$ cat config.mk
export PLATFORM = sky130hd
export DESIGN_NAME = pll_ratio_skip_ctrl
export DESIGN_NICKNAME = d
export VERILOG_FILES = /design/src/include/pll_ctrl_pkg.sv /design/src/rtl/ratio_scaler.sv /design/src/rtl/pll_ratio_skip_ctrl.sv
export VERILOG_INCLUDE_DIRS = /design/src /design/src/include
export SDC_FILE = /design/constraint.sdc
export NUM_CORES = 1
export LEC_CHECK = 0
export ABC_AREA = 0
export BUFFER_PORTS_ARGS = -buffer_cell sky130_fd_sc_hd__buf_2
export CAP_MARGIN = 30
export CORE_MARGIN = 2
export CORE_UTILIZATION = 49
export DETAILED_ROUTE_END_ITERATION = 10
export GPL_TIMING_DRIVEN = 0
export HOLD_SLACK_MARGIN = 0.08
export PLACE_DENSITY = 0.66
export REMOVE_ABC_BUFFERS = 1
export SLEW_MARGIN = 40
export SYNTH_ARGS = -nofsm -noshare
export SYNTH_HDL_FRONTEND = slang
export SYNTH_SLANG_ARGS = --single-unit
$ cat constraint.sdc
create_clock -name clk_i -period 15 [get_ports clk_i]
set_input_delay 1.5 -clock clk_i [delete_from_list [all_inputs] [get_ports clk_i]]
set_output_delay 1.5 -clock clk_i [all_outputs]
set_load 0.05 [all_outputs]
$ cat src/include/pll_ctrl_consts.svh
// Constants for the digital PLL ratio and skip control block.
// Assumes inclusion from the design modules and the testbench only.
`ifndef PLL_CTRL_CONSTS_SVH
`define PLL_CTRL_CONSTS_SVH

// Register offsets on the plain register port.
`define OFS_CONFIG      4'h0
`define OFS_POINTERS    4'h1
`define OFS_STATUS      4'h2
`define OFS_EFF_RATIO   4'h3
`define OFS_SLOT_BASE   4'h4
`define OFS_SLOT_LAST   4'h7

// Configuration field positions.
`define CFG_SKIP_BIT    0
`define CFG_UNLOCK_BIT  1
`define CFG_LFFMT_BIT   2
`define CFG_SRC_BIT     3
`define CFG_BW_LSB      4
`define CFG_SCALE_LSB   8

// Pointer field positions.
`define PTR_STATIC_LSB  0
`define PTR_DYN_LSB     2

// Reset values.
`define CONFIG_RST      32'h0000_0000
`define POINTERS_RST    4'h0
`define SLOT_RST        32'h0000_0000

// Timing figures.
`define SKIP_WINDOW_MS  20
`define CLK_HZ          25000000
`define LOSS_CYCLES     8388608
`define ACQ_CYCLES      65536

`endif

$ cat src/include/pll_ctrl_pkg.sv
// Types for the digital PLL ratio and skip control block.
// Assumes the constants header sits beside it on the include path.
package pll_ctrl_pkg;

   // Lock state of the control loop.
   typedef enum logic [1:0] {
      ST_UNLOCKED = 2'b00,
      ST_ACQUIRE  = 2'b01,
      ST_LOCKED   = 2'b10,
      ST_SKIPPING = 2'b11
   } lock_state_e;

   // Format of the user ratio.
   typedef enum logic {
      FMT_HIGH_RES  = 1'b0,
      FMT_HIGH_MULT = 1'b1
   } ratio_fmt_e;

   // Configuration bits that steer the control logic.
   typedef struct packed {
      logic [2:0] scale_sel;
      logic [2:0] bw_sel;
      logic       synth_source_select;
      logic       low_freq_format_select;
      logic       output_on_unlock_enable;
      logic       skip_tolerance_enable;
   } config_s;

   // Result handed to the synthesizer.
   typedef struct packed {
      logic        dynamic_src;
      ratio_fmt_e  fmt;
      logic [35:0] effective_ratio;
   } synth_cmd_s;

endpackage : pll_ctrl_pkg

$ cat src/rtl/ratio_scaler.sv
// Ratio scaler: applies the power-of-two modifier to the user ratio.
// Assumes a registered ratio input; pure combinational path.
`timescale 1ns/1ps
`include "pll_ctrl_consts.svh"

module ratio_scaler
   import pll_ctrl_pkg::*;
(
   // Inputs.
   input  wire logic [31:0] user_ratio_i,
   input  wire logic [2:0]  scale_sel_i,
   // Output, four fraction bits added below the stored LSB.
   output logic      [35:0] effective_ratio_o
);

   // -----------------------------------------------------------------
   // Scaling
   // -----------------------------------------------------------------

   // Widened by three bits above and four below so no selection
   // truncates; overflow checking is left to software.
   logic [38:0] wide;

   // The stored slot is never touched; only this copy is shifted.
   always_comb begin
      wide = {3'h0, user_ratio_i, 4'h0};
      unique case (scale_sel_i)
         3'b000: wide = {3'h0, user_ratio_i, 4'h0};
         3'b001: wide = {2'h0, user_ratio_i, 5'h00};
         3'b010: wide = {1'h0, user_ratio_i, 6'h00};
         3'b011: wide = {user_ratio_i, 7'h00};
         3'b100: wide = {4'h0, user_ratio_i, 3'h0};
         3'b101: wide = {5'h00, user_ratio_i, 2'h0};
         3'b110: wide = {6'h00, user_ratio_i, 1'h0};
         3'b111: wide = {7'h00, user_ratio_i};
      endcase
   end

   // Drop the top bits; a legal ratio never reaches them.
   assign effective_ratio_o = wide[35:0];

endmodule : ratio_scaler

$ cat src/rtl/pll_ratio_skip_ctrl.sv
// Control logic of the hybrid digital PLL: reference watch, lock state,
// loop bandwidth, ratio slots, format and source selection.
// Assumes clk_i is the internal timing clock at 25 MHz and freq_ref_i is
// an asynchronous pin from the frequency reference source.
//
// Operation
// - With skip enabled, lock holds across reference gaps up to 20 ms.
// - Skip behaviour acts only while skip_tolerance_enable is set.
// - After clean loss, output continues for 2^23 timing clock cycles.
// - Glitch or period change on removal unlocks immediately.
// - On timeout, unlock; output follows output_on_unlock_enable.
// - Reference back after timeout: unlocked for acquisition time, then lock.
// - Skip off, short gap: output continues, unlocked only while relocking.
// - Skip on, short gap: output continuous throughout and while relocking.
// - Three-bit min_loop_bw_select sets minimum bandwidth 1 Hz to 128 Hz.
// - Wide bandwidth while acquiring, selected minimum once locked.
// - Four ratio slots; static pointer picks active slot in static mode.
// - High-resolution format is unsigned 12.20.
// - Internal dividers compensated; ratio is plain output-to-input.
// - Hybrid mode picks slot by dynamic_ratio_pointer from same slots.
// - High-multiplication format is 20.12.
// - 20.12 only when format bit clear and dynamic source chosen.
// - Auto source with reference absent forces 12.20.
// - Scaler always applied internally; stored slots stay unchanged.
// - Scaler codes 1,2,4,8,0.5,0.25,0.125,0.0625; reset to 000.
// - Effective ratio is user ratio times scaler.
// - Pointers differ: auto source, reference presence decides.
// - Unlocked output held low unless output_on_unlock_enable is set.
//
// Design decisions made here: strobed register access and the address map.
`timescale 1ns/1ps
`include "pll_ctrl_consts.svh"

module pll_ratio_skip_ctrl
   import pll_ctrl_pkg::*;
#(
   parameter int unsigned LOSS_CYCLES = `LOSS_CYCLES,
   parameter int unsigned ACQ_CYCLES  = `ACQ_CYCLES
) (
   // Clock and reset.
   input  wire logic        clk_i,
   input  wire logic        rst_n_i,
   // Register port.
   input  wire logic [3:0]  addr_i,
   input  wire logic [31:0] wdata_i,
   input  wire logic        wr_i,
   input  wire logic        rd_i,
   output logic      [31:0] rdata_o,
   // Frequency reference pin and synthesizer clock.
   input  wire logic        freq_ref_i,
   input  wire logic        synth_clk_i,
   // Synthesizer control.
   output synth_cmd_s       synth_cmd_o,
   output logic      [2:0]  loop_bw_o,
   output logic             wide_bw_o,
   output logic             locked_o,
   output logic             clk_out_o
);

   // -----------------------------------------------------------------
   // Timing
   // -----------------------------------------------------------------

   // Skip window in cycles, a longest time so it rounds down.
   localparam int unsigned SKIP_CYCLES =
      (`SKIP_WINDOW_MS * (`CLK_HZ / 1000));
   // Bandwidth code used while lock is being acquired.
   localparam logic [2:0] BW_WIDE = 3'h7;

   // -----------------------------------------------------------------
   // Registers
   // -----------------------------------------------------------------

   config_s     cfg_r;
   logic [1:0]  static_ptr_r;
   logic [1:0]  dyn_ptr_r;
   logic [31:0] slot_r [4];

   // Configuration writes; scaler resets to 000.
   always_ff @(posedge clk_i or negedge rst_n_i) begin
      if (!rst_n_i) begin
         cfg_r <= config_s'(`CONFIG_RST);
      end else if (wr_i && addr_i == `OFS_CONFIG) begin
         cfg_r.skip_tolerance_enable   <= wdata_i[`CFG_SKIP_BIT];
         cfg_r.output_on_unlock_enable <= wdata_i[`CFG_UNLOCK_BIT];
         cfg_r.low_freq_format_select  <= wdata_i[`CFG_LFFMT_BIT];
         cfg_r.synth_source_select     <= wdata_i[`CFG_SRC_BIT];
         cfg_r.bw_sel    <= wdata_i[`CFG_BW_LSB +: 3];
         cfg_r.scale_sel <= wdata_i[`CFG_SCALE_LSB +: 3];
      end
   end

   // Ratio pointers.
   always_ff @(posedge clk_i or negedge rst_n_i) begin
      if (!rst_n_i) begin
         static_ptr_r <= 2'(`POINTERS_RST >> `PTR_STATIC_LSB);
         dyn_ptr_r    <= 2'(`POINTERS_RST >> `PTR_DYN_LSB);
      end else if (wr_i && addr_i == `OFS_POINTERS) begin
         static_ptr_r <= wdata_i[`PTR_STATIC_LSB +: 2];
         dyn_ptr_r    <= wdata_i[`PTR_DYN_LSB +: 2];
      end
   end

   // Four ratio slots, one per index.
   genvar gi;
   generate
      for (gi = 0; gi < 4; gi++) begin : g_slot
         always_ff @(posedge clk_i or negedge rst_n_i) begin
            if (!rst_n_i) begin
               slot_r[gi] <= `SLOT_RST;
            end else if (wr_i && addr_i == (`OFS_SLOT_BASE + 4'(gi))) begin
               slot_r[gi] <= wdata_i;
            end
         end
      end
   endgenerate

   // -----------------------------------------------------------------
   // Reference input
   // -----------------------------------------------------------------

   // Two flops before anything reads the pin; a third gives edges.
   logic ref_s1_r;
   logic ref_s2_r;
   logic ref_d_r;
   logic ref_edge;

   always_ff @(posedge clk_i or negedge rst_n_i) begin
      if (!rst_n_i) begin
         ref_s1_r <= 1'b0;
         ref_s2_r <= 1'b0;
         ref_d_r  <= 1'b0;
      end else begin
         ref_s1_r <= freq_ref_i;
         ref_s2_r <= ref_s1_r;
         ref_d_r  <= ref_s2_r;
      end
   end

   assign ref_edge = ref_s2_r && !ref_d_r;

   // -----------------------------------------------------------------
   // Period watch
   // -----------------------------------------------------------------

   // Counter since last edge and the last measured period. Saturates
   // at the loss count so a dead reference never wraps around.
   logic [23:0] gap_r;
   logic [23:0] period_r;
   logic        period_ok_r;
   logic        ref_lost;
   logic        gap_long;
   logic        glitch;
   lock_state_e state_r;

   always_ff @(posedge clk_i or negedge rst_n_i) begin
      if (!rst_n_i) begin
         gap_r <= 24'(LOSS_CYCLES);       // Starts as lost: no bogus period.
      end else if (ref_edge) begin
         gap_r <= 24'h00_0000;
      end else if (gap_r < 24'(LOSS_CYCLES)) begin
         gap_r <= gap_r + 24'h00_0001;
      end
   end

   always_ff @(posedge clk_i or negedge rst_n_i) begin
      if (!rst_n_i) begin
         period_r    <= 24'h00_0000;
         period_ok_r <= 1'b0;
      end else if (ref_edge && state_r != ST_SKIPPING) begin
         // An edge that closes a gap spans missed pulses, not a period.
         period_r    <= gap_r;
         period_ok_r <= !ref_lost;
      end else if (ref_lost) begin
         period_ok_r <= 1'b0;
      end
   end

   assign ref_lost = (gap_r >= 24'(LOSS_CYCLES));
   // Silence beyond the skip window.
   assign gap_long = (gap_r > 24'(SKIP_CYCLES));
   // An edge too early against the last period is a glitch or new rate.
   assign glitch = ref_edge && period_ok_r &&
                   (gap_r < (period_r - (period_r >> 2)));

   // The reference counts as present from its first edge until it is lost
   // or silent beyond the skip window.
   logic ref_present;
   assign ref_present = !ref_lost && !gap_long;

   // -----------------------------------------------------------------
   // Lock state
   // -----------------------------------------------------------------

   logic [23:0] acq_r;
   logic        out_hold_r;

   // Reference missing with a stable prior rate means a gap has begun.
   logic gap_start;
   assign gap_start = period_ok_r && (gap_r > period_r + (period_r >> 2));

   always_ff @(posedge clk_i or negedge rst_n_i) begin
      if (!rst_n_i) begin
         state_r <= ST_UNLOCKED;
         acq_r   <= 24'h00_0000;
      end else begin
         unique case (state_r)
            ST_UNLOCKED: begin
               acq_r <= 24'h00_0000;
               if (ref_edge) begin
                  state_r <= ST_ACQUIRE;
               end
            end
            ST_ACQUIRE: begin
               if (glitch || ref_lost) begin
                  state_r <= ST_UNLOCKED;
               end else if (acq_r >= 24'(ACQ_CYCLES - 1)) begin
                  state_r <= ST_LOCKED;
               end else begin
                  acq_r <= acq_r + 24'h00_0001;
               end
            end
            ST_LOCKED: begin
               if (glitch) begin
                  state_r <= ST_UNLOCKED;
               end else if (ref_lost) begin
                  state_r <= ST_UNLOCKED;
               end else if (gap_start) begin
                  state_r <= ST_SKIPPING;
               end
            end
            ST_SKIPPING: begin
               acq_r <= 24'h00_0000;
               if (ref_lost) begin
                  state_r <= ST_UNLOCKED;
               end else if (ref_edge) begin
                  // Short gap with skip on keeps lock; otherwise relock.
                  if (cfg_r.skip_tolerance_enable && !gap_long) begin
                     state_r <= ST_LOCKED;
                  end else begin
                     state_r <= ST_ACQUIRE;
                  end
               end
            end
         endcase
      end
   end

   // Output keeps running across a gap until the reference returns.
   always_ff @(posedge clk_i or negedge rst_n_i) begin
      if (!rst_n_i) begin
         out_hold_r <= 1'b0;
      end else begin
         out_hold_r <= (state_r == ST_LOCKED) || (state_r == ST_SKIPPING);
      end
   end

   assign locked_o  = out_hold_r;
   // Acquisition runs wide; lock settles to the selected minimum.
   assign wide_bw_o = (state_r != ST_LOCKED);
   assign loop_bw_o = wide_bw_o ? BW_WIDE : cfg_r.bw_sel;
   // Static low while unlocked unless the override is set.
   assign clk_out_o = synth_clk_i &&
                      (out_hold_r || cfg_r.output_on_unlock_enable);

   // -----------------------------------------------------------------
   // Ratio selection
   // -----------------------------------------------------------------

   logic       auto_src;
   logic       dyn_src;
   ratio_fmt_e fmt;
   logic [35:0] eff_ratio;

   assign auto_src = (dyn_ptr_r != static_ptr_r);
   assign dyn_src  = auto_src ? ref_present
                              : cfg_r.synth_source_select;

   // 20.12 only with dynamic source and the format bit clear; an
   // absent reference in auto mode drops to static and thus 12.20.
   assign fmt = (dyn_src && !cfg_r.low_freq_format_select)
                ? FMT_HIGH_MULT : FMT_HIGH_RES;

   // Ratio is plain output-to-input; divider correction lives downstream.
   ratio_scaler u_scaler (
      .user_ratio_i      (dyn_src ? slot_r[dyn_ptr_r]
                                  : slot_r[static_ptr_r]),
      .scale_sel_i       (cfg_r.scale_sel),
      .effective_ratio_o (eff_ratio)
   );

   // Registered command to the synthesizer.
   always_ff @(posedge clk_i or negedge rst_n_i) begin
      if (!rst_n_i) begin
         synth_cmd_o <= '0;
      end else begin
         synth_cmd_o.dynamic_src     <= dyn_src;
         synth_cmd_o.fmt             <= fmt;
         synth_cmd_o.effective_ratio <= eff_ratio;
      end
   end

   // -----------------------------------------------------------------
   // Read port
   // -----------------------------------------------------------------

   always_ff @(posedge clk_i or negedge rst_n_i) begin
      if (!rst_n_i) begin
         rdata_o <= 32'h0000_0000;
      end else if (rd_i) begin
         if (addr_i == `OFS_CONFIG) begin
            rdata_o <= {20'h0_0000, 1'b0, cfg_r.scale_sel, 1'b0,
                        cfg_r.bw_sel, cfg_r.synth_source_select,
                        cfg_r.low_freq_format_select,
                        cfg_r.output_on_unlock_enable,
                        cfg_r.skip_tolerance_enable};
         end else if (addr_i == `OFS_POINTERS) begin
            rdata_o <= {28'h000_0000, dyn_ptr_r, static_ptr_r};
         end else if (addr_i == `OFS_STATUS) begin
            rdata_o <= {26'h000_0000, fmt, dyn_src, ref_present,
                        wide_bw_o, state_r};
         end else if (addr_i == `OFS_EFF_RATIO) begin
            rdata_o <= eff_ratio[35:4];
         end else if (addr_i >= `OFS_SLOT_BASE &&
                      addr_i <= `OFS_SLOT_LAST) begin
            rdata_o <= slot_r[addr_i[1:0]];
         end else begin
            rdata_o <= 32'h0000_0000;
         end
      end else begin
         rdata_o <= 32'h0000_0000;
      end
   end

endmodule : pll_ratio_skip_ctrl

=== Word level (Yosys, flattened, before mapping) ===
Cells that the tools add are included.

* ROM bits: 0
* Latch bits: 0
* Memories kept: 0
* Word-level logic and storage cells: 138
* RAM bits: 0
* Input bits: 42
* Output and inout port bits: 76
* Flip-flop bits (word level): 291

* Shift operators: 0
* Reductions and logical operators: 32
* Magnitude comparators: 11
* $mul: 0
* $add $sub $neg: 4
* Divide/modulo/power cells: 0
* Equal/unequal tests: 26
* Multiplexer cells: 37
* Bitwise operators: 3

{| class="wikitable"
|+ Operators with widths
! cell !! count
|-
| $mux W32 || 13
|-
| $pmux W36 S8 || 1
|-
| $bmux W32 S2 || 3
|-
| $mux W24 || 4
|-
| $add A24 B1 Y24 const B || 2
|-
| $pmux W24 S2 || 1
|-
| $add A24 B22 Y24 || 1
|-
| $ge A24 B16 Y1 const B || 1
|-
| $ge A24 B24 Y1 const B || 1
|-
| $gt A24 B19 Y1 const B || 1
|-
| $gt A24 B24 Y1 || 1
|-
| $lt A24 B24 Y1 || 1
|-
| $lt A24 B24 Y1 const B || 1
|-
| $sub A24 B22 Y24 || 1
|-
| $mux W2 || 9
|-
| $eq A4 B3 Y1 const B || 4
|-
| $logic_and A1 B1 Y1 || 16
|-
| $eq A3 B3 Y1 const B || 4
|-
| $ne A2 B2 Y1 const B || 5
|-
| $ge A3 B3 Y1 const B || 3
|-
| $not A2 Y3 || 3
|-
| $eq A4 B2 Y1 const B || 2
|-
| $pmux W2 S4 || 1
|-
| $eq A3 B2 Y1 const B || 2
|-
| 20 further kinds || 32
|}

=== Depth between registers and ports, before layout ===
* Depth after elaboration: 11
* Mapped depth: 26
* Gate-level depth less buffers: 24

=== Hierarchy ===
Synthesis repeated with hierarchy kept, for this count alone.

* Cell total of the unflattened synthesis: 1803
* Area total of the unflattened synthesis: 19392.3 um2

{| class="wikitable"
|+ Modules (own cells, without submodules)
! module !! sequential area each (um2) !! cells an instance !! times used !! area an instance (um2)
|-
| pll_ratio_skip_ctrl || 7283.2 || 1481 || 1 || 17312.9
|-
| ratio_scaler || 0.0 || 322 || 1 || 2079.5
|}

=== Worst setup path before layout ===
Ideal clock, no wire load.

* Path kind: flip-flop to flip-flop
* Start point: register period_r[0]
* End point: register acq_r[23]
* Arrival: 4.893 ns
* Path slack: 10.030 ns
* Cell stages (with the launch flop): 27
* Setup time: 0.078 ns
* Clock period less this slack: 4.970 ns
* Buffers on the path: 2
* Required time: 14.922 ns
* Cells stage by stage: dfrtp_1 > inv_1 > ha_1 > inv_1 > fa_1 > a211o_1 > a21boi_0 > o31a_1 > o21ai_0 > o21ai_0 > nor4_1 > o31ai_1 > a21oi_1 > nor2_1 > xnor2_1 > ha_1 > nor2b_1 > o21ai_0 > and4b_1 > or3_1 > a31o_1 > buf_2 > nor3_4 > nand2b_1 > clkbuf_1 > or3_1 > a21oi_1

* Longest elaborated chain between the ends: 6

{| class="wikitable"
|+ RTL lines
! element !! RTL line !! text
|-
| start, declared || pll_ratio_skip_ctrl.sv:149 || <nowiki>logic [23:0] period_r;</nowiki>
|-
| start signal, assigned || pll_ratio_skip_ctrl.sv:172 || <nowiki>period_r <= gap_r;</nowiki>
|-
| $sub A24 B22 Y24 || pll_ratio_skip_ctrl.sv:184 || <nowiki>(gap_r < (period_r - (period_r >> 2)));</nowiki>
|-
| $lt A24 B24 Y1 || pll_ratio_skip_ctrl.sv:184 ||
|-
| $logic_and A1 B1 Y1 || pll_ratio_skip_ctrl.sv:183 || <nowiki>assign glitch = ref_edge && period_ok_r &&</nowiki>
|-
| $logic_or A1 B1 Y1 || pll_ratio_skip_ctrl.sv:215 || <nowiki>if (glitch || ref_lost) begin</nowiki>
|-
| $ne A2 B2 Y1 (no source line) || n/a ||
|-
| $reduce_and A3 Y1 (no source line) || n/a ||
|-
| end signal, assigned || pll_ratio_skip_ctrl.sv:220 || <nowiki>acq_r <= acq_r + 24'h00_0001;</nowiki>
|-
| end, declared || pll_ratio_skip_ctrl.sv:195 || <nowiki>logic [23:0] acq_r;</nowiki>
|}

Every way passes these cells.
A chain may end at the register's enable or synchronous reset.

=== Worst setup path after layout ===
* Start point: register period_r[2]
* End point: register acq_r[23]

Same word-level chain as after synthesis.

==> run_results.csv <==
group,metric,value,unit
die,rows,72,
critical_path,r2r_cells,23,
global_route,grt_pass1_vias,15224,
cells_and_area,nets,2065,
min_path,holdPathEnd,"ref_s2_r$_DFF_PN0_",
die,initial_utilization,49.73,%
global_route,grt_max_degree,60,
die,die_h,202.3,µm
routing,routed_wl,52280,µm
synth,yosysTopAreaCell,"dfrtp_1",
clock_network,h-tree-depth,2,
cells_and_area,num-fill-cells,3364,
critical_path,cp.arrival,6.59,ns
synth,synth_area_per_cell,10.44,µm²
pwr,p_per_area,168.5,nW/µm²
critical_path,slowest_stage,"dfrtp_1",
routing,drt_iter0_markers,1277,
synth,synthArstFlopShare,100.0,%
global_route,grt_use_total,25.79,%
clock_network,cts_root_buf,"clkbuf_16",
critical_path,cp_num_buf_inv,1,
timing,slew_headroom,38.47,%
synth,synth_top_area_share,37.67,%
critical_path,crit_path_start_kind,"register",
min_path,whs_path_depth,0,
critical_path,crit_required,15.47,ns
clock_network,clk_path_buf_depth,3,
placed_design,hpwl,37190,µm
clock_network,cts_tree,"done",
outcome,status,"finished, final reports clean",
global_route,grt_remaining_overflow,0,
critical_path,max_stage_delay,0.45,ns
critical_path,r2r_setup_slack,8.88,ns
die,die_w,202.3,µm
synth,ys_types,87,
synth,synth-seq-cells,291,
critical_path,crit_family,"compound AO/OA/AOI/OAI gates",
cells_and_area,fin_area,21730,µm²
global_route,grt_pass1_wl,84050,µm
critical_path,critPathKind,"register to register",
critical_path,worstPathCellList,"ha_1, inv_1, fa_1, a211o_1, a21boi_0, o31a_1, o21ai_0, o21ai_0, nor4_1, o31ai_1, a21oi_1, nor2_1, xnor2_1, ha_1, nor2b_1, o21ai_0, and4b_1, or3_1, a31o_1, nor3_4, nand2b_1, or3_1, a21oi_1",
routing,route.detailed.drc,0,
critical_path,reg2reg_to,"acq_r[23]$_DFFE_PN0P_",
timing,finalHoldViolations,0,
die,core-area,38740,µm²
pwr,p_leak,9.494,nW
routing,ant_nets,0,
critical_path,cp-end-kind,"register",
synth,syn-cell-area,19260,µm²
min_path,holdCritStartpoint,"ref_s1_r$_DFF_PN0_",
synth,synth.most_common_cell,"dfrtp_1",
timing,rsz0062_at_grt,"no",
timing,hold_ws,0.3479,ns
synth,synth_flop_cell,"dfrtp_1",
cells_and_area,layout-drive-gt1-share,26.39,%
placed_design,port_buffers,117,
min_path,min_path_type,"register to register",
critical_path,r2r_start,"period_r[2]$_DFFE_PN0P_",
timing,slew_violations,0,
synth,synth_commonest_cells,"dfrtp_1 (290), mux2_2 (161), nor2_1 (160), nand2_1 (132), o21ai_0 (131)",
synth,ys_seq_area_share,37.81,%
timing,post-route-period-util,40.80,%
clock_network,worstSkewPairLatency,0.55,ns
synth,synthCells,1846,
routing,wl_per_cell,21.23,µm
placed_design,preCtsSetupSlack,8.936,ns
pwr,ir_drop,0.00009633,V
placed_design,gp_congestion,0.9224,
timing,tightest_slew,0.8973,ns
cells_and_area,syn2layout_area_growth,12.82,%
flow_run,drv_cap,0,
clock_network,clk_pin_slew_worst_paths,0.06,ns
synth,synth_warnings,0,
timing,clock_skew,0.02452,ns
timing,setup_viol,0,
clock_network,cts_hold_buf,0,
synth,yosys-top-cells-area,"dfrtp_1 (38%), mux4_2 (11%), mux2_2 (9.4%), ha_1 (6.5%), o21ai_0 (3.4%)",
routing,via_per_inst,6.215,
clock_network,cts_made_buffers,35,
placed_design,dpl_cell_area,20600,µm²
synth,synth_edf_count,0,
routing,firstDrtPassIters,5,
timing,max_freq,163.4,MHz
timing,finalCriticalPeriod,6.119,ns
timing,fin_ws,8.881,ns
critical_path,cp_common_cell,"o21ai_0",
global_route,antenna_found_initial,7,
timing,tns,0,ns
clock_network,cts_setup_buffers,0,
critical_path,worstPathMaxFanout,19,
cells_and_area,utilization,56.10,%
clock_network,clock_sinks,291,
clock_network,cts_resized,0,
die,dieArea,40920,µm²
routing,vias,15307,
die,ios,118,
[worst max-delay path by stage]
stage                            start                endpoint  slack [ns]  depth (start not counted)
2_1_floorplan  period_r[0]$_DFFE_PN0P_   acq_r[23]$_DFFE_PN0P_       10.03                         24
3_3_place_gp                   rst_n_i  slot_r[94]$_DFFE_PN0P_        7.09                          1
3_5_place_dp   period_r[2]$_DFFE_PN0P_   acq_r[23]$_DFFE_PN0P_        8.94                         23
4_1_cts        period_r[2]$_DFFE_PN0P_   acq_r[23]$_DFFE_PN0P_        8.90                         23
5_1_grt        period_r[2]$_DFFE_PN0P_   acq_r[23]$_DFFE_PN0P_        8.39                         23
6_report       period_r[2]$_DFFE_PN0P_   acq_r[23]$_DFFE_PN0P_        8.88                         23
[layout by cell type, fill, tap and decap left out, types with 10 or more instances in the layout]
cell type,count
dfrtp_1,283
mux2_2,161
nor2_1,155
nand2_1,132
o21ai_0,131
a21oi_1,123
buf_2,116
ha_1,100
mux4_2,98
inv_1,69
xnor2_1,43
nand3_1,39
clkbuf_16,36
xor2_1,25
mux2i_1,19
nor3_1,19
a21o_1,19
nand2b_1,18
nand4_1,18
a31oi_1,16
o31ai_1,16
o211ai_1,15
or3_1,14
nor2b_1,13
o22ai_1,12
o21a_1,12
clkbuf_1,11
and3_1,10
a22oi_1,10
[layer usage]
metal  GRT usage, %  share of wire [%]  routed length (µm)
met1          35.65                 43               22560
met2          40.58                 46               24250
met3          5.369                7.4                3887
met4          8.733                2.9                1502
met5              0               0.15                  78
[through the flow]
stage               total power [mW]  std cells
floorplan                      2.316       1740
global placement               2.745       2375
detailed placement             2.800       2402
CTS                            3.654       2462
global route                   3.873       2463
finish                         3.661       2463
[registers in the layout, indices dropped and copies added, names as in the netlist, 10 cells and up]
name / cells
acq_r: 24
cfg_r: 10
period_r: 24
synth_cmd_o: 38
slot_r: 128
rdata_o: 32
gap_r: 24
[cell type report]
| cell class | instances | area, µm² | share of cell area [%] |
|---|---|---|---|
| multi-input combinational | 1374 | 11290 | 51.93 |
| sequential | 291 | 7305 | 33.61 |
| timing repair buffer | 144 | 1079 | 4.963 |
| clock buffer | 51 | 997.2 | 4.588 |
| tap | 518 | 648.1 | 2.982 |
| inverter | 75 | 291.5 | 1.341 |
| clock inverter | 9 | 123.9 | 0.5700 |
| antenna | 1 | 2.502 | 0.01151 |
[worst reg2reg max path, delay by kind of cell (launching register included)]
| kind | cells | cell delay (ns) |
|---|---|---|
| xor gates and xnor gates | 1 | 0.08 |
| and+or+nand+nor | 8 | 1.96 |
| buffers and inverters | 1 | 0.06 |
| adders and majority gates | 3 | 0.93 |
| AOI/OAI and AO/OA | 10 | 2.58 |
| DFF | 1 | 0.45 |
[logic make-up (layout without fill, tap and decap cells)]
group | count (synthesis) | count (layout) | synth area share (%)
AOI/OAI and AO/OA | 446 | 446 | 14.63
buffers and inverters | 181 | 279 | 3.917
adders and majority gates | 102 | 102 | 6.703
muxes | 287 | 287 | 22.48
DFF | 291 | 291 | 37.81
xor gates and xnor gates | 68 | 68 | 3.092
other | 0 | 1 | 0
and+or+nand+nor | 471 | 471 | 11.37
[power by group]
part           switching, mW  leakage (nW)  internal [mW]
combinational           1.02          5.26          0.692
clock                  0.341         0.530          0.498
sequential             0.163          3.70          0.946
total                   1.53          9.49           2.14
(Power assumes the default switching activity.)
